==> config.mk <==
export PLATFORM = sky130hd
export DESIGN_NAME = oscillator_clock_control
export DESIGN_NICKNAME = d
export VERILOG_FILES = /design/src/logic/oscillator_clock_control.v
export VERILOG_INCLUDE_DIRS = /design/src /design/src/logic
export SDC_FILE = /design/constraint.sdc
export NUM_CORES = 1
export LEC_CHECK = 0
export BUFFER_PORTS_ARGS = -buffer_cell sky130_fd_sc_hd__buf_2
export CORE_MARGIN = 2
export CORE_UTILIZATION = 54
export DETAILED_ROUTE_END_ITERATION = 6
export PLACE_DENSITY = 0.84
export SYNTH_ARGS = -nofsm -noshare
export SYNTH_HDL_FRONTEND = slang
export SYNTH_SLANG_ARGS = --single-unit
==> constraint.sdc <==
create_clock -name aclk -period 2.15 [get_ports aclk]
set_input_delay 0 -clock aclk [delete_from_list [all_inputs] [get_ports aclk]]
set_output_delay 0 -clock aclk [all_outputs]
set_load 0.05 [all_outputs]
==> src/logic/osc_clock_defines.vh <==
`ifndef OSC_CLOCK_DEFINES_VH
`define OSC_CLOCK_DEFINES_VH

// ----------------------------------------------------------------------
// Register byte offsets
// ----------------------------------------------------------------------
`define OFS_OSC_CTRL 6'h00
`define OFS_CLK_DIV 6'h04
`define OFS_PLL_FBD 6'h08
`define OFS_UNLOCK 6'h0C
`define OFS_AUX_REF 6'h10

// ----------------------------------------------------------------------
// Oscillator control field positions
// ----------------------------------------------------------------------
`define OSC_CUR_LSB 12
`define OSC_NXT_LSB 8
`define OSC_SRC_LOCK 7
`define OSC_PIN_LOCK 6
`define OSC_PLL_LOCK 5
`define OSC_FAIL 3
`define OSC_SWITCH 0

// ----------------------------------------------------------------------
// Clock divisor field positions and reset values
// ----------------------------------------------------------------------
`define DIV_ROI 15
`define DIV_DOZE_LSB 12
`define DIV_REDUCE_ENABLE 11
`define DIV_RC_LSB 8
`define DIV_POST_LSB 6
`define DIV_PRE_LSB 0
`define RST_DOZE 3'h3
`define RST_RC_POST 3'h0
`define RST_VCO_POST 2'h1
`define RST_PRE 5'h00
`define RST_FBD 9'h030

// ----------------------------------------------------------------------
// Auxiliary and reference control field positions
// ----------------------------------------------------------------------
`define AUX_FAST_RC 0
`define REF_ON 15
`define REF_SRC 12
`define REF_DIV_LSB 8

// ----------------------------------------------------------------------
// Source codes, unlock keys, constants
// ----------------------------------------------------------------------
`define SRC_FRC 3'h0
`define SRC_FRC_PLL 3'h1
`define SRC_PRI 3'h2
`define SRC_PRI_PLL 3'h3
`define KEY_FIRST 8'h55
`define KEY_SECOND 8'hAA
`define CFG_SW_NO_MON 2'h1
`define CFG_SW_MON 2'h0
`define AUX_MULT 5'h10
`define SWITCH_CYCLES 8
`define LOCK_CYCLES 32
`define RESP_OKAY 2'h0
`define RESP_SLVERR 2'h2

`endif

==> src/logic/oscillator_clock_control.v <==
// The placing of the registers and the AXI4-Lite interface to the registers were decided locally.
`timescale 1ns/100ps
// Function
// Auxiliary PLL multiplies reference by fixed sixteen.
// Auxiliary PLL reference: primary or fast RC.
// Software sets auxiliary clock 120 MHz.
// Main PLL at most 30 MIPS then.
// Reference output scales system clock or crystal.
// Current source field reports active source.
// Next source field loads configuration at reset.
// Oscillator control writes need unlock sequence.
// Source lock bit blocks switching in 01.
// Pin map lock rejects mapping register writes.
// PLL lock flag shows lock or timer.
// Clock fail flag sticky until software clears.
// Switch request starts switch, clears when done.
// Software passes through fast RC between PLLs.
// Interrupt clears reduce enable when recover set.
// Reduction field divides by power of two.
// Reduce enable clear forces ratio one.
// Fast RC postscaler divides, 111 is 256.
// VCO postscaler divides two, four, eight.
// PLL prescaler divides by field plus two.
// Feedback divisor multiplies by field plus two.
// Unimplemented bits ignore writes, read zero.
// Switching disabled holds request at zero.
// Redundant switch request clears itself, aborts.
// Valid switch start clears lock and fail.
// Current source updated before request clears.
`include "osc_clock_defines.vh"

module oscillator_clock_control #(
    parameter SWITCH_CYCLES = `SWITCH_CYCLES,
    parameter LOCK_CYCLES = `LOCK_CYCLES
) (
    input wire aclk,
    input wire aresetn,
    input wire [5:0] s_axi_awaddr,
    input wire [2:0] s_axi_awprot,
    input wire s_axi_awvalid,
    output wire s_axi_awready,
    input wire [31:0] s_axi_wdata,
    input wire [3:0] s_axi_wstrb,
    input wire s_axi_wvalid,
    output wire s_axi_wready,
    output wire [1:0] s_axi_bresp,
    output wire s_axi_bvalid,
    input wire s_axi_bready,
    input wire [5:0] s_axi_araddr,
    input wire [2:0] s_axi_arprot,
    input wire s_axi_arvalid,
    output wire s_axi_arready,
    output wire [31:0] s_axi_rdata,
    output wire [1:0] s_axi_rresp,
    output wire s_axi_rvalid,
    input wire s_axi_rready,
    input wire [2:0] cfg_initial_source,
    input wire [1:0] switch_monitor_cfg,
    input wire pll_locked,
    input wire interrupt_event,
    input wire clock_fail_detect,
    input wire crystal_clock,
    output wire [2:0] current_source_sel,
    output wire switch_busy,
    output wire pin_map_lock,
    output wire pin_map_write_allow,
    output wire pll_lock_flag,
    output wire [2:0] cpu_clock_div_log2,
    output wire [3:0] rc_div_log2,
    output wire [3:0] vco_post_div,
    output wire [5:0] pll_prescale_div,
    output wire [9:0] pll_feedback_mult,
    output wire [4:0] aux_pll_mult,
    output wire aux_ref_fast_rc,
    output wire ref_clk_out,
    output wire ref_clk_oe
);

// ----------------------------------------------------------------------
// Declarations
// ----------------------------------------------------------------------
localparam ST_IDLE = 2'h0;
localparam ST_RUN = 2'h1;
localparam ST_DONE = 2'h2;

reg aw_full_ff, w_full_ff, bvalid_ff, rvalid_ff;
reg [5:0] awaddr_ff;
reg [15:0] wdata_ff;
reg [1:0] wstrb_ff;
reg [1:0] bresp_ff, rresp_ff;
reg [15:0] rdata_ff;
reg [1:0] key_ff;
reg init_ff;
reg [2:0] cur_src_ff, nxt_src_ff;
reg src_lock_ff, pin_lock_ff, fail_ff, req_ff, lock_ff, lost_ff;
reg roi_ff, reduce_enable_ff;
reg [2:0] doze_ff, rc_post_ff;
reg [1:0] vco_post_ff;
reg [4:0] pre_ff;
reg [8:0] fbd_ff;
reg aux_fast_ff, ref_on_ff, ref_src_ff;
reg [3:0] ref_div_ff;
reg [1:0] state_ff;
reg [7:0] sw_cnt_ff;
reg [7:0] lock_cnt_ff;
reg pll_locked_d_ff;
reg [1:0] s1_ff, s2_ff, s3_ff, filt_ff, filt_d_ff;
reg [14:0] ref_cnt_ff;
reg ref_out_ff;
reg [2:0] cpu_div_ff;
reg [3:0] rc_div_ff, vco_div_ff;
reg [5:0] n1_ff;
reg [9:0] m_ff;

wire wr_go = aw_full_ff & w_full_ff & ~bvalid_ff;
wire rd_go = s_axi_arvalid & ~rvalid_ff;
wire hit_osc = awaddr_ff[5:2] == `OFS_OSC_CTRL >> 2;
wire hit_div = awaddr_ff[5:2] == `OFS_CLK_DIV >> 2;
wire hit_fbd = awaddr_ff[5:2] == `OFS_PLL_FBD >> 2;
wire hit_key = awaddr_ff[5:2] == `OFS_UNLOCK >> 2;
wire hit_aux = awaddr_ff[5:2] == `OFS_AUX_REF >> 2;
wire wr_ok = hit_osc | hit_div | hit_fbd | hit_key | hit_aux;
wire osc_wr = wr_go & hit_osc & (key_ff == 2'h2);
wire lo_wr = wstrb_ff[0];
wire hi_wr = wstrb_ff[1];
wire sw_en = ~switch_monitor_cfg[1];
wire mon_en = switch_monitor_cfg == `CFG_SW_MON;
wire sw_blocked = (switch_monitor_cfg == `CFG_SW_NO_MON) & src_lock_ff;
wire pll_mode = (cur_src_ff == `SRC_FRC_PLL) | (cur_src_ff == `SRC_PRI_PLL);
wire sw_start = (state_ff == ST_IDLE) & req_ff & ~init_ff &
    (nxt_src_ff != cur_src_ff);
wire lock_done = lock_cnt_ff == LOCK_CYCLES[7:0];
wire fail_evt = filt_ff[0] & ~filt_d_ff[0];
wire xtal_rise = filt_ff[1] & ~filt_d_ff[1];
wire ref_tick = ref_src_ff ? xtal_rise : 1'b1;
wire [3:0] ref_idx = ref_div_ff - 4'h1;
wire [14:0] ref_cnt_nxt = ref_cnt_ff + 15'h0001;
wire ref_stop = wr_go & hit_aux & hi_wr & ~wdata_ff[`REF_ON];

// ----------------------------------------------------------------------
// Bus slave
// ----------------------------------------------------------------------
always @(posedge aclk) begin
    if (!aresetn) begin
        aw_full_ff <= 1'b0;
        w_full_ff <= 1'b0;
        bvalid_ff <= 1'b0;
        rvalid_ff <= 1'b0;
        awaddr_ff <= 6'h00;
        wdata_ff <= 16'h0000;
        wstrb_ff <= 2'h0;
        bresp_ff <= 2'h0;
        rresp_ff <= 2'h0;
        rdata_ff <= 16'h0000;
    end else begin
        if (s_axi_awvalid && !aw_full_ff) begin
            aw_full_ff <= 1'b1;
            awaddr_ff <= s_axi_awaddr;
        end
        if (s_axi_wvalid && !w_full_ff) begin
            w_full_ff <= 1'b1;
            wdata_ff <= s_axi_wdata[15:0];
            wstrb_ff <= s_axi_wstrb[1:0];
        end
        if (wr_go) begin
            aw_full_ff <= 1'b0;
            w_full_ff <= 1'b0;
            bvalid_ff <= 1'b1;
            bresp_ff <= wr_ok ? `RESP_OKAY : `RESP_SLVERR;
        end else if (s_axi_bready) begin
            bvalid_ff <= 1'b0;
        end
        if (rd_go) begin
            rvalid_ff <= 1'b1;
            rresp_ff <= `RESP_OKAY;
            // Unused and reserved positions are left as zero.
            case (s_axi_araddr[5:2])
                `OFS_OSC_CTRL >> 2: begin
                    rdata_ff <= {1'b0, cur_src_ff, 1'b0, nxt_src_ff,
                        src_lock_ff, pin_lock_ff, lock_ff, 1'b0,
                        fail_ff, 2'h0, req_ff};
                end
                `OFS_CLK_DIV >> 2: begin
                    rdata_ff <= {roi_ff, doze_ff, reduce_enable_ff, rc_post_ff,
                        vco_post_ff, 1'b0, pre_ff};
                end
                `OFS_PLL_FBD >> 2: begin
                    rdata_ff <= {7'h00, fbd_ff};
                end
                `OFS_UNLOCK >> 2: begin
                    rdata_ff <= {14'h0000, key_ff};
                end
                `OFS_AUX_REF >> 2: begin
                    rdata_ff <= {ref_on_ff, 2'h0, ref_src_ff, ref_div_ff,
                        7'h00, aux_fast_ff};
                end
                default: begin
                    rdata_ff <= 16'h0000;
                    rresp_ff <= `RESP_SLVERR;
                end
            endcase
        end else if (s_axi_rready) begin
            rvalid_ff <= 1'b0;
        end
    end
end

// ----------------------------------------------------------------------
// Unlock sequence
// ----------------------------------------------------------------------
// Any write to the oscillator control word uses up the unlock, so each
// such write needs its own key pair.
always @(posedge aclk) begin
    if (!aresetn) begin
        key_ff <= 2'h0;
    end else if (wr_go && hit_key && lo_wr) begin
        if (wdata_ff[7:0] == `KEY_FIRST) begin
            key_ff <= 2'h1;
        end else if (key_ff == 2'h1 && wdata_ff[7:0] == `KEY_SECOND) begin
            key_ff <= 2'h2;
        end else begin
            key_ff <= 2'h0;
        end
    end else if (wr_go && hit_osc) begin
        key_ff <= 2'h0;
    end
end

// ----------------------------------------------------------------------
// Input synchronisers
// ----------------------------------------------------------------------
always @(posedge aclk) begin
    if (!aresetn) begin
        s1_ff <= 2'h0;
        s2_ff <= 2'h0;
        s3_ff <= 2'h0;
        filt_ff <= 2'h0;
        filt_d_ff <= 2'h0;
    end else begin
        s1_ff <= {crystal_clock, clock_fail_detect};
        s2_ff <= s1_ff;
        s3_ff <= s2_ff;
        if (s2_ff[0] == s3_ff[0]) begin
            filt_ff[0] <= s3_ff[0];
        end
        if (s2_ff[1] == s3_ff[1]) begin
            filt_ff[1] <= s3_ff[1];
        end
        filt_d_ff <= filt_ff;
    end
end

// ----------------------------------------------------------------------
// Oscillator control and switch sequence
// ----------------------------------------------------------------------
always @(posedge aclk) begin
    if (!aresetn) begin
        init_ff <= 1'b1;
        cur_src_ff <= 3'h0;
        nxt_src_ff <= 3'h0;
        src_lock_ff <= 1'b0;
        pin_lock_ff <= 1'b0;
        fail_ff <= 1'b0;
        req_ff <= 1'b0;
        state_ff <= ST_IDLE;
        sw_cnt_ff <= 8'h00;
    end else begin
        // The strap is caught one edge after release, not under reset.
        if (init_ff) begin
            init_ff <= 1'b0;
            cur_src_ff <= cfg_initial_source;
            nxt_src_ff <= cfg_initial_source;
        end else if (osc_wr && hi_wr) begin
            nxt_src_ff <= wdata_ff[`OSC_NXT_LSB +: 3];
        end
        if (osc_wr && lo_wr) begin
            src_lock_ff <= wdata_ff[`OSC_SRC_LOCK];
            pin_lock_ff <= wdata_ff[`OSC_PIN_LOCK];
        end
        // A failure in the clear cycle still sets the flag.
        if (fail_evt && mon_en) begin
            fail_ff <= 1'b1;
        end else if (sw_start) begin
            fail_ff <= 1'b0;
        end else if (osc_wr && lo_wr && !wdata_ff[`OSC_FAIL]) begin
            fail_ff <= 1'b0;
        end
        case (state_ff)
            ST_IDLE: begin
                sw_cnt_ff <= 8'h00;
                if (!sw_en) begin
                    req_ff <= 1'b0;
                end else if (req_ff && !init_ff) begin
                    if (nxt_src_ff == cur_src_ff) begin
                        req_ff <= 1'b0;
                    end else begin
                        state_ff <= ST_RUN;
                    end
                end else if (osc_wr && lo_wr && wdata_ff[`OSC_SWITCH] &&
                    !sw_blocked) begin
                    req_ff <= 1'b1;
                end
            end
            ST_RUN: begin
                sw_cnt_ff <= sw_cnt_ff + 8'h01;
                if (sw_cnt_ff == SWITCH_CYCLES[7:0] - 8'h01) begin
                    cur_src_ff <= nxt_src_ff;
                    state_ff <= ST_DONE;
                end
            end
            ST_DONE: begin
                req_ff <= 1'b0;
                state_ff <= ST_IDLE;
            end
            default: begin
                state_ff <= ST_IDLE;
            end
        endcase
    end
end

// ----------------------------------------------------------------------
// PLL lock flag
// ----------------------------------------------------------------------
// The start-up timer only stands in until the PLL has been seen to lock;
// a later loss of lock drops the flag even after the timer ran out.
always @(posedge aclk) begin
    if (!aresetn) begin
        lock_cnt_ff <= 8'h00;
        lock_ff <= 1'b0;
        lost_ff <= 1'b0;
        pll_locked_d_ff <= 1'b0;
    end else begin
        pll_locked_d_ff <= pll_locked;
        if (sw_start || !pll_mode || state_ff != ST_IDLE) begin
            lock_cnt_ff <= 8'h00;
        end else if (!lock_done) begin
            lock_cnt_ff <= lock_cnt_ff + 8'h01;
        end
        if (sw_start) begin
            lost_ff <= 1'b0;
        end else if (pll_locked_d_ff && !pll_locked) begin
            lost_ff <= 1'b1;
        end
        lock_ff <= pll_mode && state_ff == ST_IDLE && !sw_start &&
            (pll_locked || (lock_done && !lost_ff));
    end
end

// ----------------------------------------------------------------------
// Clock divisor, feedback divisor, auxiliary and reference control
// ----------------------------------------------------------------------
always @(posedge aclk) begin
    if (!aresetn) begin
        roi_ff <= 1'b0;
        reduce_enable_ff <= 1'b0;
        doze_ff <= `RST_DOZE;
        rc_post_ff <= `RST_RC_POST;
        vco_post_ff <= `RST_VCO_POST;
        pre_ff <= `RST_PRE;
        fbd_ff <= `RST_FBD;
        aux_fast_ff <= 1'b0;
        ref_on_ff <= 1'b0;
        ref_src_ff <= 1'b0;
        ref_div_ff <= 4'h0;
    end else begin
        if (wr_go && hit_div && hi_wr) begin
            roi_ff <= wdata_ff[`DIV_ROI];
            doze_ff <= wdata_ff[`DIV_DOZE_LSB +: 3];
            rc_post_ff <= wdata_ff[`DIV_RC_LSB +: 3];
        end
        // An interrupt outranks a software write of the enable bit.
        if (interrupt_event && roi_ff) begin
            reduce_enable_ff <= 1'b0;
        end else if (wr_go && hit_div && hi_wr) begin
            reduce_enable_ff <= wdata_ff[`DIV_REDUCE_ENABLE];
        end
        if (wr_go && hit_div && lo_wr) begin
            vco_post_ff <= wdata_ff[`DIV_POST_LSB +: 2];
            pre_ff <= wdata_ff[`DIV_PRE_LSB +: 5];
        end
        if (wr_go && hit_fbd && lo_wr) begin
            fbd_ff[7:0] <= wdata_ff[7:0];
        end
        if (wr_go && hit_fbd && hi_wr) begin
            fbd_ff[8] <= wdata_ff[8];
        end
        if (wr_go && hit_aux && lo_wr) begin
            aux_fast_ff <= wdata_ff[`AUX_FAST_RC];
        end
        if (wr_go && hit_aux && hi_wr) begin
            ref_on_ff <= wdata_ff[`REF_ON];
            ref_src_ff <= wdata_ff[`REF_SRC];
            ref_div_ff <= wdata_ff[`REF_DIV_LSB +: 4];
        end
    end
end

// ----------------------------------------------------------------------
// Derived divider settings
// ----------------------------------------------------------------------
always @(posedge aclk) begin
    if (!aresetn) begin
        cpu_div_ff <= 3'h0;
        rc_div_ff <= 4'h0;
        vco_div_ff <= 4'h4;
        n1_ff <= 6'h02;
        m_ff <= 10'h032;
    end else begin
        cpu_div_ff <= reduce_enable_ff ? doze_ff : 3'h0;
        rc_div_ff <= (rc_post_ff == 3'h7) ? 4'h8 : {1'b0, rc_post_ff};
        case (vco_post_ff)
            2'h0: vco_div_ff <= 4'h2;
            2'h1: vco_div_ff <= 4'h4;
            2'h3: vco_div_ff <= 4'h8;
            default: vco_div_ff <= 4'h0;
        endcase
        n1_ff <= {1'b0, pre_ff} + 6'h02;
        m_ff <= {1'b0, fbd_ff} + 10'h002;
    end
end

// ----------------------------------------------------------------------
// Reference clock output
// ----------------------------------------------------------------------
// The system clock cannot leave a flop undivided, so code zero on the
// system source gives half the system rate.
always @(posedge aclk) begin
    if (!aresetn) begin
        ref_cnt_ff <= 15'h0000;
        ref_out_ff <= 1'b0;
    end else if (!ref_on_ff || ref_stop) begin
        // Dropping the pin with its enable avoids a stray high level.
        ref_cnt_ff <= 15'h0000;
        ref_out_ff <= 1'b0;
    end else begin
        if (ref_tick) begin
            ref_cnt_ff <= ref_cnt_nxt;
        end
        if (ref_div_ff == 4'h0) begin
            ref_out_ff <= ref_src_ff ? filt_ff[1] : ~ref_out_ff;
        end else begin
            ref_out_ff <= ref_cnt_ff[ref_idx];
        end
    end
end

// ----------------------------------------------------------------------
// Outputs
// ----------------------------------------------------------------------
assign s_axi_awready = ~aw_full_ff;
assign s_axi_wready = ~w_full_ff;
assign s_axi_bvalid = bvalid_ff;
assign s_axi_bresp = bresp_ff;
assign s_axi_arready = ~rvalid_ff;
assign s_axi_rvalid = rvalid_ff;
assign s_axi_rresp = rresp_ff;
assign s_axi_rdata = {16'h0000, rdata_ff};
assign current_source_sel = cur_src_ff;
assign switch_busy = state_ff != ST_IDLE;
assign pin_map_lock = pin_lock_ff;
assign pin_map_write_allow = ~pin_lock_ff;
assign pll_lock_flag = lock_ff;
assign cpu_clock_div_log2 = cpu_div_ff;
assign rc_div_log2 = rc_div_ff;
assign vco_post_div = vco_div_ff;
assign pll_prescale_div = n1_ff;
assign pll_feedback_mult = m_ff;
assign aux_pll_mult = `AUX_MULT;
assign aux_ref_fast_rc = aux_fast_ff;
assign ref_clk_out = ref_out_ff;
assign ref_clk_oe = ref_on_ff;

endmodule // oscillator_clock_control

-- Word-level counts from Yosys, hierarchy flattened
Cells that the tools add are included.
- logic and storage cells: 223
- memory bits (writable): 0
- output and inout port bits: 83
- input port bits: 70
- bits in latches: 0
- bits in registers: 166
- ROM bits: 0
- memories kept: 0
- div/mod/pow operators: 0
- eq/ne operators: 32
- $mul: 0
- bitwise operators: 30
- $add $sub $neg: 6
- magnitude comparators: 1
- shifts and indexed selects: 0
- reductions and logical operators: 66
- mux-type cells: 38
- operators with widths (cell ; count):
    $pmux 16 s5 ; 1
    $logic_and 1x1->1 ; 28
    $mux 2 ; 10
    $add 8x1->8 const B ; 2
    $eq 4x2->1 const B ; 4
    $mux 1 ; 16
    $pmux 8 s2 ; 1
    $add 15x1->15 const B ; 1
    $mux 3 ; 5
    $and 1x1->1 ; 14
    $reduce_bool 2->1 ; 7
    $logic_not 4->1 ; 3
    $pmux 4 s3 ; 1
    $reduce_or 2->1 ; 6
    $not 1->1 ; 11
    $add 9x2->10 const B ; 1
    $logic_not 1->1 ; 10
    $eq 2x1->1 const B ; 4
    $eq 4x1->1 const B ; 2
    $eq 4x3->1 const B ; 2
    $eq 8x3->1 const B ; 1
    $eq 8x6->1 const B ; 1
    $eq 8x7->1 const B ; 1
    $eq 8x8->1 const B ; 1
    other kinds (24) ; 40

-- Depth between registers and ports, before layout
Gate-level depths: netlist of run 1.
- depth in word-level cells: 11
- depth in mapped cells: 8
- depth with buffers taken out: 7

-- Least setup slack after synthesis of run 1
No wires, ideal clock.
- path kind: reg2reg
- start: reg bvalid_ff, in the netlist s_axi_bvalid
- end: reg nxt_src_ff[0]
- required time: 2.029 ns
- clock period less this slack: 1.828 ns
- buffers on the path: 2
- setup time: 0.121 ns
- arrival time: 1.707 ns
- setup slack: 0.322 ns
- cell stages (with the launch flop): 8
- cell sequence: dfxtp_1 -> and4bb_1 -> buf_4 -> and3b_4 -> and2_1 -> buf_4 -> mux2i_1 -> a21oi_1
- word-level cells in the longest chain between the ends: 6
- ends and longest elaborated chain (element ; RTL line ; text):
    start, declared ; oscillator_clock_control.v:86 ; reg aw_full_ff, w_full_ff, bvalid_ff, rvalid_ff;
    start signal, assigned ; oscillator_clock_control.v:147 ; bvalid_ff <= 1'b0;
    start signal, assigned ; oscillator_clock_control.v:168 ; bvalid_ff <= 1'b1;
    start signal, assigned ; oscillator_clock_control.v:171 ; bvalid_ff <= 1'b0;
    $not 1->1 ; oscillator_clock_control.v:115 ; wire wr_go = aw_full_ff & w_full_ff & ~bvalid_ff;
    $and 1x1->1 ; oscillator_clock_control.v:115 ;
    $and 1x1->1 (2 in a row) ; oscillator_clock_control.v:123 ; wire osc_wr = wr_go & hit_osc & (key_ff == 2'h2);
    $logic_and 1x1->1 ; oscillator_clock_control.v:273 ; end else if (osc_wr && hi_wr) begin
    $reduce_bool 2->1 (no line) ; n/a ;
    end signal, assigned ; oscillator_clock_control.v:272 ; nxt_src_ff <= cfg_initial_source;
    end signal, assigned ; oscillator_clock_control.v:274 ; nxt_src_ff <= wdata_ff[`OSC_NXT_LSB +: 3];
    end, declared ; oscillator_clock_control.v:94 ; reg [2:0] cur_src_ff, nxt_src_ff;
Every way passes these cells.
A chain may end at the register's enable or synchronous reset.

-- Worst setup path after layout of run 1
- start: reg bvalid_ff, in the netlist s_axi_bvalid
- end: reg fail_ff
- word-level cells in the longest chain between the ends: 7
- ends and longest elaborated chain (element ; RTL line ; text):
    $not 1->1 ; oscillator_clock_control.v:115 ;
    $and 1x1->1 ; oscillator_clock_control.v:115 ;
    $and 1x1->1 (2 in a row) ; oscillator_clock_control.v:123 ;
    $logic_and 1x1->1 (2 in a row) ; oscillator_clock_control.v:285 ; end else if (osc_wr && lo_wr && !wdata_ff[`OSC_FAIL]) begin
    $reduce_bool 3->1 (no line) ; n/a ;
    end signal, assigned ; oscillator_clock_control.v:282 ; fail_ff <= 1'b1;
    end signal, assigned ; oscillator_clock_control.v:284 ; fail_ff <= 1'b0;
    end signal, assigned ; oscillator_clock_control.v:286 ; fail_ff <= 1'b0;
    end, declared ; oscillator_clock_control.v:95 ; reg src_lock_ff, pin_lock_ff, fail_ff, req_ff, lock_ff, lost_ff;
Every way passes these cells.

==> key figures, run 1 <==
Global route
  – GR Overflow Total: 0
  – Global-route wire length before repair: 24,300 um
  – Initial antenna violation count: 0
  – Vias in the first global route: 5,035
  – Gr usage total: a little under a quarter
  – Pin count of the biggest net entering global routing: 92

Synth
  – Main synth FF type: dfxtp_1
  – Mapped Area: 6840 sq um
  – Cell count after synthesis: around 750
  – Ys async rst share: 0%
  – Post-synth cell types: 67
  – Post-synth EDFFs: 0
  – Synth Warn #: 0
  – Post-synthesis sequential area ratio: 47.1%
  – Syn_area_per_cell: 9.13 sq um
  – FF+latch count, synth: 161

Timing
  – Final setup viols: 0
  – Worst-Margin Slew: between 0.6 and 0.7 ns
  – Slew Viols, Final: 0
  – Fmax: 490 MHz
  – Final Cycle Share: 95.0%
  – Worst Skew: 0.00893 ns
  – Slew HR: 55.2%
  – Fin. Hold Viols: 0
  – Tmin final: 2.04 ns

Clock network
  – Reg clk slew, reported paths: 0.06 ns
  – Clock root buffer: clkbuf_16
  – Worst-skew pair later-pin latency: 0.43 ns
  – Num Clock Sinks: approximately 160
  – H-tree depth: 4
  – TritonCTS clock tree: done
  – Max Root-Sink Buffers: 2
  – CTS Buf Count: 17

Route
  – Initial DRC Count: 367
  – Drc violations: 0
  – First drt pass iteration count: 7
  – DR WL/cell: 14.5 um
  – Vias per cell: ~5.3
  – Total Wirelength: 15,500 um
  – Detail Route Antenna Nets: 0
  – Via count: 5,626

Hold path
  – Min-Delay Endpoint: rdata_ff[14]
  – Hold Crit Depth: 4
  – Worst Hold Class: in2reg
  – HP Start: s_axi_araddr[5]

Power
  – Leak: 3.60 nW
  – Clock Power Share: 42.9%
  – PD cells: 754 nW/um^2
  – Final Total Pwr: about 6.3 mW
  – Worst VDD drop: 0.000479 V
  – Pint: 4.73 mW
  – Seq pwr share: 49.4%
  – Sw Pwr: 1.55 mW
  – Sw frac: between 20% and 30%
  – Logic gate share of total power: 7.8%

Critical path
  – CP cell instances: and4bb_2 -> buf_4 -> nand4b_1 -> o21ai_2 -> o22ai_1 -> dlygate4sd3_1
  – Reg2Reg Setup Slack: 0.11 ns
  – Slowest cell on crit path: dlygate4sd3_1
  – Crit path DAT: 2.36 ns
  – WP data required: 2.47 ns
  – Worst Path Max Fanout: 4
  – Reg-to-Reg Start: s_axi_bvalid
  – Reg2Reg Depth: 6
  – CP peak stage delay: roughly 0.57 ns
  – Worst setup path class: reg2reg
  – Worst Setup End Kind: register
  – Crit path launch type: register
  – RR Endpoint: fail_ff

Final layout
  – Most frequent cells in the layout: dfxtp_1 (161), nor2_1 (101), buf_2 (100)
  – Final Non-Filler Cells: 1,067
  – Ant. Diodes: 0
  – Layout cells sized above 1: 18.5%
  – Nets: 960
  – Most common cell after layout, fill and taps aside: dfxtp_1
  – Area Overhead vs Synth: 21.7%

Floorplanning
  – Die Ht: between 100 and 150 um
  – Num rows: 41
  – Starting density of the core: 54.9%
  – Ports: 153
  – Die ar.: 13,600 sq um
  – Core Area: 12,500 sq um
  – Die Width: 117 um

Job
  – Maxcap violations: 0

Placement
  – Post-Place Cells: 995
  – Dpl hpwl: between 10,000 and 15,000 um
  – IO buf count: 100
  – Gpl congestion: between 0.8 and 0.9

Outcome
  – Status: finished, final reports clean
-- critical path, delay by kind of cell, from the launching register on --
family	cells	cell delay, ns
flops	1	0.33
buf+inv	2	0.73
compound gates	2	0.28
simple gates	2	0.60
-- power by group through the flow --
| stage | Clock [mW] | Combinational (mW) | Sequential [mW] |
|---|---|---|---|
| 2_1_floorplan | 0 | 0.329 | 3.17 |
| 3_3_place_gp | 0 | 0.425 | 3.16 |
| 3_5_place_dp | 0 | 0.428 | 3.16 |
| 4_1_cts | 2.72 | 0.485 | 3.10 |
| 5_1_grt | 2.84 | 0.528 | 3.10 |
| 6_report | 2.69 | 0.489 | 3.10 |
-- through the flow --
step / hold slack, ns / setup slack (ns) / TNS (ns) / util [%] / area [sq um]
floorplan: 0.0943 / 0.322 / 0 / - / 6920
finish: 0.0757 / 0.108 / 0 / 66.8 / 8320
detailed placement: 0.217 / 0.374 / 0 / 59.3 / 7390
global route: 0.0817 / -0.00439 / -0.00439 / 66.8 / 8320
global placement: 0.220 / 0.397 / 0 / 59.3 / 7390
CTS: 0.0589 / 0.0215 / 0 / 66.6 / 8310
-- synthesized netlist by cell type (all sizes together) (2+ instances only) --
| cell | number | area, sq um |
|---|---|---|
| nor4bb | 4 | 40.0 |
| a22oi | 16 | 120 |
| and2b | 2 | 15.0 |
| nor4b | 3 | 45.0 |
| mux2 | 7 | 78.8 |
| and3b | 3 | 30.0 |
| nor3 | 13 | 65.1 |
| nor2b | 6 | 37.5 |
| nor2 | 102 | 385 |
| inv | 17 | 63.8 |
| a22o | 3 | 26.3 |
| nand2 | 82 | 320 |
| clkbuf | 22 | 82.6 |
| a21oi | 53 | 265 |
| conb | 2 | 7.51 |
| nand4 | 6 | 58.8 |
| o211ai | 2 | 28.8 |
| o21ai | 25 | 125 |
| or3b | 2 | 17.5 |
| mux2i | 52 | 521 |
| or3 | 5 | 31.3 |
| xnor2 | 12 | 105 |
| and4b | 2 | 20.0 |
| o22ai | 2 | 12.5 |
| buf | 35 | 244 |
| nand3b | 2 | 15.0 |
| nor4 | 3 | 25.0 |
| and3 | 12 | 75.1 |
| xor2 | 21 | 184 |
| nand3 | 20 | 100 |
| nand2b | 7 | 43.8 |
| mux4 | 3 | 67.6 |
| and2 | 13 | 81.3 |
| ha | 7 | 87.6 |
| dfxtp | 161 | 3220 |
| nand4b | 2 | 17.5 |
| and4 | 2 | 17.5 |
-- cell families (layout without fill, tap and decap cells) --
| family | after synthesis | after routing | synth area share (%) |
|---|---|---|---|
| buffers and inverters | 74 | 198 | 5.71 |
| adder cells (fa/ha/maj) | 7 | 7 | 1.28 |
| XOR/XNOR | 33 | 33 | 4.23 |
| other | 2 | 24 | 0.110 |
| multiplexers | 62 | 62 | 9.75 |
| AO/OA/AOI/OAI | 113 | 113 | 9.94 |
| AND/OR/NAND/NOR | 297 | 297 | 21.8 |
| flip-flops | 161 | 161 | 47.1 |
-- how the worst max path moves through the flow --
stage	startpoint	end	slack [ns]	cells past startpoint
after detailed placement	s_axi_bvalid	ref_clk_out	0.37	5
after CTS	s_axi_bvalid	fail_ff	0.02	6
after floorplan	s_axi_bvalid	nxt_src_ff[0]	0.32	7
after global routing	s_axi_bvalid	fail_ff	-0.004	6
after global placement	s_axi_bvalid	ref_clk_out	0.40	5
final	s_axi_bvalid	fail_ff	0.11	6
-- timing repair --
item | CTS | global route
hold buffers | 39 | 0
gates resized for setup | 0 | 3
endpoints found under the setup margin | 0 | 1
hold endpoints to repair | 44 | 0
setup buffers | 0 | 2
-- final cells by class --
type	count	area, sq um
Tap cell	172	215
Clock buffer	22	464
Fill cell	981	4140
Inverter	17	63.8
Multi-Input combinational cell	536	3310
Timing Repair Buffer	150	986
Clock inverter	9	61.3
Sequential cell	161	3220
-- layer usage --
metal,share of wire (%),vias up,track usage [%]
met5,0,-,0
met4,1.3,0,7.37
met3,5.2,19,5.50
met2,47,162,36.9
met1,46,2661,30.7
li1,-,2784,-
-- sequential cells by signal, summed over array words and instances, names as in the netlist, 3 cells and up --
name / cells
wdata_ff: 16
rc_div_log2: 4
nxt_src_ff: 3
current_source_sel: 3
pll_feedback_mult: 10
ref_div_ff: 4
vco_post_div: 3
ref_cnt_ff: 15
rdata_ff: 16
pll_prescale_div: 6
cpu_clock_div_log2: 3
lock_cnt_ff: 8
pre_ff: 5
sw_cnt_ff: 8
awaddr_ff: 4
doze_ff: 3
rc_post_ff: 3
fbd_ff: 9
No activity file was read; power rests on OpenSTA's default activity.
==> run 2, diff against run 1 <==
--- a/config.mk
+++ b/config.mk
@@ -6,6 +6,7 @@
 export SDC_FILE = /design/constraint.sdc
 export NUM_CORES = 1
 export LEC_CHECK = 0
+export ABC_AREA = 1
 export BUFFER_PORTS_ARGS = -buffer_cell sky130_fd_sc_hd__buf_2
 export CORE_MARGIN = 2
 export CORE_UTILIZATION = 54
==> run 2 against run 1 <==
First-iteration DRC count up 100%. Critical path type unchanged. Flip-flop and latch count unchanged. Sequential share of layout area down 0.076 points.
==> key figures, run 2 <==
Outcome
  – Status: finished, final reports clean

Placement
  – Dpl hpwl: roughly 12,000 um
  – Gpl congestion: 0.871
  – IO buf count: 100
  – Post-DP Area: 7400 sq um
  – Pre-CTS setup slack: 0.452 ns

Global route
  – Vias in the first global route: 6,040
  – Global-route wire length before repair: roughly 28,000 um
  – Gr usage total: roughly a quarter
  – GR Overflow Total: 0
  – Pin count of the biggest net entering global routing: between 50 and 60
  – Initial antenna violation count: 0

Power
  – Pint: ~4.9 mW
  – PD cells: 782 nW/um^2
  – Seq pwr share: 47.8%
  – Sw frac: 24.5%
  – Clock Power Share: a little over two fifths
  – Worst VDD drop: 0.000617 V
  – Leak: between 3 and 4 nW
  – Logic gate share of total power: under 10%
  – Sw Pwr: 1.60 mW

Critical path
  – Slowest cell on crit path: dlygate4sd3_1
  – Delay-heaviest family, CP: buffers and inverters
  – CP cell instances: inv_1 -> nand2_1 -> a211oi_1 -> dlygate4sd3_1 -> o21ai_0 -> a21oi_1
  – Reg2Reg Depth: 6
  – Worst Setup End Kind: register
  – Worst Path Max Fanout: 9
  – CP peak stage delay: between 0.6 and 0.7 ns
  – CP endpoint: rdata_ff[1]
  – CP bufs+invs: 2
  – Crit path launch: s_axi_rvalid
  – Crit path launch type: register
  – WP data required: 2.50 ns
  – Worst setup path class: reg2reg
  – Crit. path cell count: 6
  – RR Endpoint: rdata_ff[1]
  – Crit path DAT: 2.26 ns
  – Reg2Reg Setup Slack: between 0.2 and 0.25 ns
  – Reg-to-Reg Start: s_axi_rvalid

Floorplanning
  – Ports: 153
  – Die Ht: around 120 um
  – Die Width: 116 um
  – Num rows: 41
  – Starting density of the core: 54.8%
  – Die ar.: 13,600 sq um
  – Core Area: 12,500 sq um

Clock network
  – CTS Buf Count: 17
  – Num Clock Sinks: 161
  – Clock root buffer: clkbuf_16
  – Postcts setup bufs: 0
  – Max Root-Sink Buffers: 2
  – Worst-skew pair later-pin latency: 0.42 ns
  – H-tree depth: 4
  – TritonCTS clock tree: done
  – Post-CTS sizing: 0
  – Reg clk slew, reported paths: 0.06 ns
  – Hold-fix buffers, CTS: 40

Timing
  – Fin. Hold Viols: 0
  – Worst Skew: 0.00669 ns
  – Setup TNS: 0 ns
  – Unrepaired setup endpoints after global routing: false
  – Final Cycle Share: 88.9%
  – Slew HR: 64.0%
  – Final setup viols: 0
  – Slew Viols, Final: 0
  – Tmin final: 1.91 ns
  – Worst setup margin: 0.238 ns
  – Fmax: roughly 520 MHz
  – Worst-Margin Slew: 0.539 ns

Final layout
  – Most frequent cells in the layout: dfxtp_1 (161), nand2_1 (152), inv_1 (116)
  – Layout cells sized above 1: around 15%
  – Nets: 1,125
  – Area Overhead vs Synth: 22.2%
  – Cell area after layout: 8340 sq um
  – Most common cell after layout, fill and taps aside: dfxtp_1
  – Ant. Diodes: 0
  – Top Registers: rdata_ff (16), wdata_ff (16), ref_cnt_ff (15)
  – FILL cells: 1,054
  – Multi-input gate area: 2920 sq um
  – Register area: 3220 sq um

Route
  – DR WL/cell: 14.3 um
  – Drc violations: 0
  – First drt pass iteration count: 6
  – Initial DRC Count: 750
  – Total Wirelength: between 15,000 and 20,000 um
  – Vias per cell: 5.29
  – Via count: 6,502
  – Detail Route Antenna Nets: 0

Hold path
  – Worst Hold Class: in2reg

Synth
  – Synth Warn #: 0
  – Synth top cells by count: dfxtp_1 (161), nand2_1 (152), inv_1 (116), nor2_1 (96), a21oi_1 (90)
  – Largest area contributor in the netlist: dfxtp_1
  – Top-count cell post-synth: dfxtp_1
  – Mapped Area: approximately 6800 sq um
  – Ys async rst share: 0%
  – Top post-synthesis cells by area: dfxtp_1 (47%), nand2_1 (8.4%), a21oi_1 (6.6%)
  – Post-synth EDFFs: 0
  – Main synth FF type: dfxtp_1
  – Cell count after synthesis: just over 900
  – Post-synth cell types: 46
  – Synth top area share: 47.2%
  – Syn_area_per_cell: approximately 7.5 sq um
  – Post-synthesis sequential area ratio: 47.2%
  – FF+latch count, synth: 161

Job
  – Maxcap violations: 0
-- run 2: how the worst min path moves through the flow --
stage                     cells past startpoint         endpoint  slack (ns)                  start
after floorplan                               2  pll_locked_d_ff        0.09             pll_locked
after global placement                        3         s1_ff[0]        0.18      clock_fail_detect
after detailed placement                      3         s1_ff[0]        0.19      clock_fail_detect
after CTS                                     5    nxt_src_ff[2]       0.006  cfg_initial_source[2]
after global routing                          5    nxt_src_ff[2]        0.03  cfg_initial_source[2]
final                                         5    nxt_src_ff[2]       0.007  cfg_initial_source[2]
-- run 2: per-layer routing --
metal  GRT usage [%]  routed length [um]  vias up
li1                -                   -     3208
met1            33.2                7440     2961
met2            44.5                8280      276
met3            5.19                1250       57
met4            11.3                 599        0
met5               0                   0        -
-- run 2: cells by family after synthesis --
group,count (synthesis),synth area share [%]
AO/OA/AOI/OAI,203,16.4
other,2,0.110
XOR/XNOR,11,1.41
AND/OR/NAND/NOR,347,22.3
adder cells (fa/ha/maj),7,1.28
buffers and inverters,178,11.3
flip-flops,161,47.2
-- run 2: stage by stage --
step | util, % | hold slack (ns) | power [mW] | cells
after floorplan | - | 0.0935 | 3.55 | 931
after global placement | 59.4 | 0.183 | 3.65 | 1161
after detailed placement | 59.4 | 0.193 | 3.66 | 1161
after CTS | 66.9 | 0.00562 | 6.52 | 1230
after global routing | 66.9 | 0.0343 | 6.72 | 1230
final | 66.9 | 0.00680 | 6.52 | 1230
-- run 2: cell type report --
cell class | instances | area share, %
Sequential cell | 161 | 38.6
Clock buffer | 21 | 5.40
Multi-Input combinational cell | 592 | 35.0
Inverter | 127 | 5.72
Tap cell | 172 | 2.58
Timing Repair Buffer | 149 | 11.6
Clock inverter | 8 | 1.08
-- run 2: worst register-to-register path, delay by kind of cell (launching register included) --
kind            cells  cell delay, ns
buf+inv             2            0.75
compound gates      3            0.60
flops               1            0.30
simple gates        1            0.19
-- run 2: power groups by stage --
stage,Clock (mW),Sequential [mW],Combinational [mW]
6_report,2.85,3.11,0.554
5_1_grt,3.00,3.12,0.603
4_1_cts,2.86,3.11,0.543
3_5_place_dp,0,3.17,0.485
3_3_place_gp,0,3.17,0.476
2_1_floorplan,0,3.19,0.358
==> run 3, diff against run 2 <==
--- a/config.mk
+++ b/config.mk
@@ -7,11 +7,11 @@
 export NUM_CORES = 1
 export LEC_CHECK = 0
 export ABC_AREA = 1
-export BUFFER_PORTS_ARGS = -buffer_cell sky130_fd_sc_hd__buf_2
 export CORE_MARGIN = 2
-export CORE_UTILIZATION = 54
+export CORE_UTILIZATION = 60
 export DETAILED_ROUTE_END_ITERATION = 6
-export PLACE_DENSITY = 0.84
+export DONT_BUFFER_PORTS = 1
+export PLACE_DENSITY = 0.8
 export SYNTH_ARGS = -nofsm -noshare
 export SYNTH_HDL_FRONTEND = slang
 export SYNTH_SLANG_ARGS = --single-unit
==> run 3 against run 2 <==
Die area fell by 9.7%. Critical endpoint is now wdata_ff[1]. Largest power group unchanged. Via count fell by 6.6%. Flip-flop and latch count did not move.
==> key figures, run 3 (synthesis results as in run 2) <==
Outcome
  – Status: finished, final reports clean

Route
  – DR WL/cell: 15.0 um
  – Drc violations: 0
  – Vias per cell: 5.44
  – Total Wirelength: ~17,000 um
  – First drt pass iteration count: 5
  – Via count: 6,075
  – Detail Route Antenna Nets: 0
  – Initial DRC Count: between 600 and 700

Global route
  – Met1 usage: 37.7%
  – Gr usage total: 27.9%
  – Global-route wire length before repair: 28,100 um
  – Met2 Resource Use GR: 43.5%
  – Pin count of the biggest net entering global routing: 90
  – Vias in the first global route: 5,770
  – Initial antenna violation count: 0
  – GR Overflow Total: 0
  – GRT Max-Usage Layer: met2
  – Met3 Usage GRT: 7.76%

Timing
  – Final setup viols: 0
  – Worst Skew: between 0.007 and 0.008 ns
  – Fin. Hold Viols: 0
  – Slew HR: 58.6%
  – Unrepaired setup endpoints after global routing: false
  – Tmin final: between 2 and 2.5 ns
  – Fmax: 496 MHz
  – Slew Viols, Final: 0
  – Final Cycle Share: a little over nine tenths
  – Setup TNS: 0 ns
  – Worst-Margin Slew: 0.620 ns

Power
  – Pint: between 5 and 6 mW
  – Seq pwr share: between 40% and 50%
  – Final Total Pwr: 6.66 mW
  – Clock Power Share: 45.3%
  – Leak: 3.27 nW
  – Sw frac: 24.1%
  – Sw Pwr: about 1.6 mW
  – PD cells: 831 nW/um^2
  – Logic gate share of total power: 7.7%
  – Worst VDD drop: between 0.0006 and 0.0007 V

Final layout
  – Layout cells sized above 1: between 7 and 8%
  – Final Non-Filler Cells: 1,117
  – FILL cells: roughly 860
  – Ant. Diodes: 0
  – Nets: 1,042
  – Most frequent cells in the layout: dfxtp_1 (161), nand2_1 (152), inv_1 (116)
  – Area Overhead vs Synth: 17.4%
  – Most common cell after layout, fill and taps aside: dfxtp_1
  – Top Registers: rdata_ff (16), wdata_ff (16), ref_cnt_ff (15)

Placement
  – Gpl congestion: 0.939
  – Post-Place Cells: 1,037
  – Dpl hpwl: around 11,000 um
  – IO buf count: 0

Clock network
  – CTS Buf Count: 17
  – TritonCTS clock tree: done
  – H-tree depth: 4
  – Num Clock Sinks: between 150 and 200
  – Max Root-Sink Buffers: 2
  – Worst-skew pair later-pin latency: roughly 0.42 ns
  – Reg clk slew, reported paths: 0.06 ns
  – Postcts setup bufs: 0
  – Clock root buffer: clkbuf_16

Critical path
  – Worst Setup End Kind: register
  – Crit path DAT: 2.33 ns
  – CP peak stage delay: 0.56 ns
  – Delay-heaviest family, CP: buffers and inverters
  – Slowest cell on crit path: dlygate4sd3_1
  – Worst Path Max Fanout: 28
  – CP bufs+invs: 3
  – Worst setup path class: reg2reg
  – Crit path launch type: register
  – WP data required: 2.46 ns
  – CP cell instances: nor2_2 -> clkinv_1 -> buf_4 -> nor2_1 -> nor2_1 -> dlygate4sd3_1
  – Crit path top cell by count: nor2_1
  – Reg2Reg Setup Slack: 0.13 ns

Floorplanning
  – Ports: between 150 and 200
  – Die Ht: 111 um
  – Die ar.: 12,200 sq um
  – Starting density of the core: between 60% and 70%
  – Core Area: ~11,000 sq um
  – Die Width: approximately 110 um
  – Num rows: 38

Hold path
  – Worst Hold Class: in2reg

Job
  – Maxcap violations: 0
[run 3: power by group through the flow]
stage / clock (mW) / combinational, mW / sequential (mW)
2_1_floorplan: 0 / 0.358 / 3.19
3_3_place_gp: 0 / 0.387 / 3.19
3_5_place_dp: 0 / 0.394 / 3.19
4_1_cts: 3.03 / 0.499 / 3.13
5_1_grt: 3.15 / 0.560 / 3.14
6_report: 3.02 / 0.512 / 3.13
[run 3: tightest hold or removal path, stage by stage]
cell,delay (ns)
nand3_1,0.08
nor2_1,0.09
o21ai_0,0.12
a21oi_1,0.12
[run 3: per-layer routing]
layer  vias to the layer above  share of wire [%]
li1                       3043                  -
met1                      2731                 44
met2                       269                 45
met3                        32                9.3
met4                         0                1.8
met5                         -                  0
[run 3: final cells by class]
class                      count  area [sq um]  area share [%]
tap                          140           175            2.19
sequential                   161          3220            40.2
inverter                     127           477            5.95
timing repair buffer          66           636            7.93
clock buffer                  22           454            5.67
multi-input combinational    592          2920            36.4
clock inverter                 9           133            1.65
[run 3: repair_timing]
| action | 4_1_cts | 5_1_grt |
|---|---|---|
| gates resized for setup | 0 | 0 |
| endpoints found under the hold margin | 122 | 0 |
| hold buffers | 49 | 0 |
| setup endpoints to repair | 0 | 0 |
[run 3: worst paths after layout]
kind | start | end | depth (start not counted)
worst max-delay path | w_full_ff | wdata_ff[1] | 6
worst min-delay path | s_axi_araddr[3] | rdata_ff[1] | 4
worst max register to register | w_full_ff | wdata_ff[1] | 6
worst min register to register | s1_ff[1] | s2_ff[1] | 2
[run 3: metrics by stage]
step | hold slack, ns | instance area, sq um | utilization (%) | worst slack (ns)
floorplan | 0.0935 | 6910 | - | 0.322
global placement | 0.0856 | 6920 | 63.0 | 0.517
detailed placement | 0.0954 | 6920 | 63.0 | 0.467
CTS | 0.0101 | 8010 | 73.0 | 0.192
global route | 0.0614 | 8010 | 73.0 | 0.0163
finish | 0.0310 | 8010 | 73.0 | 0.132
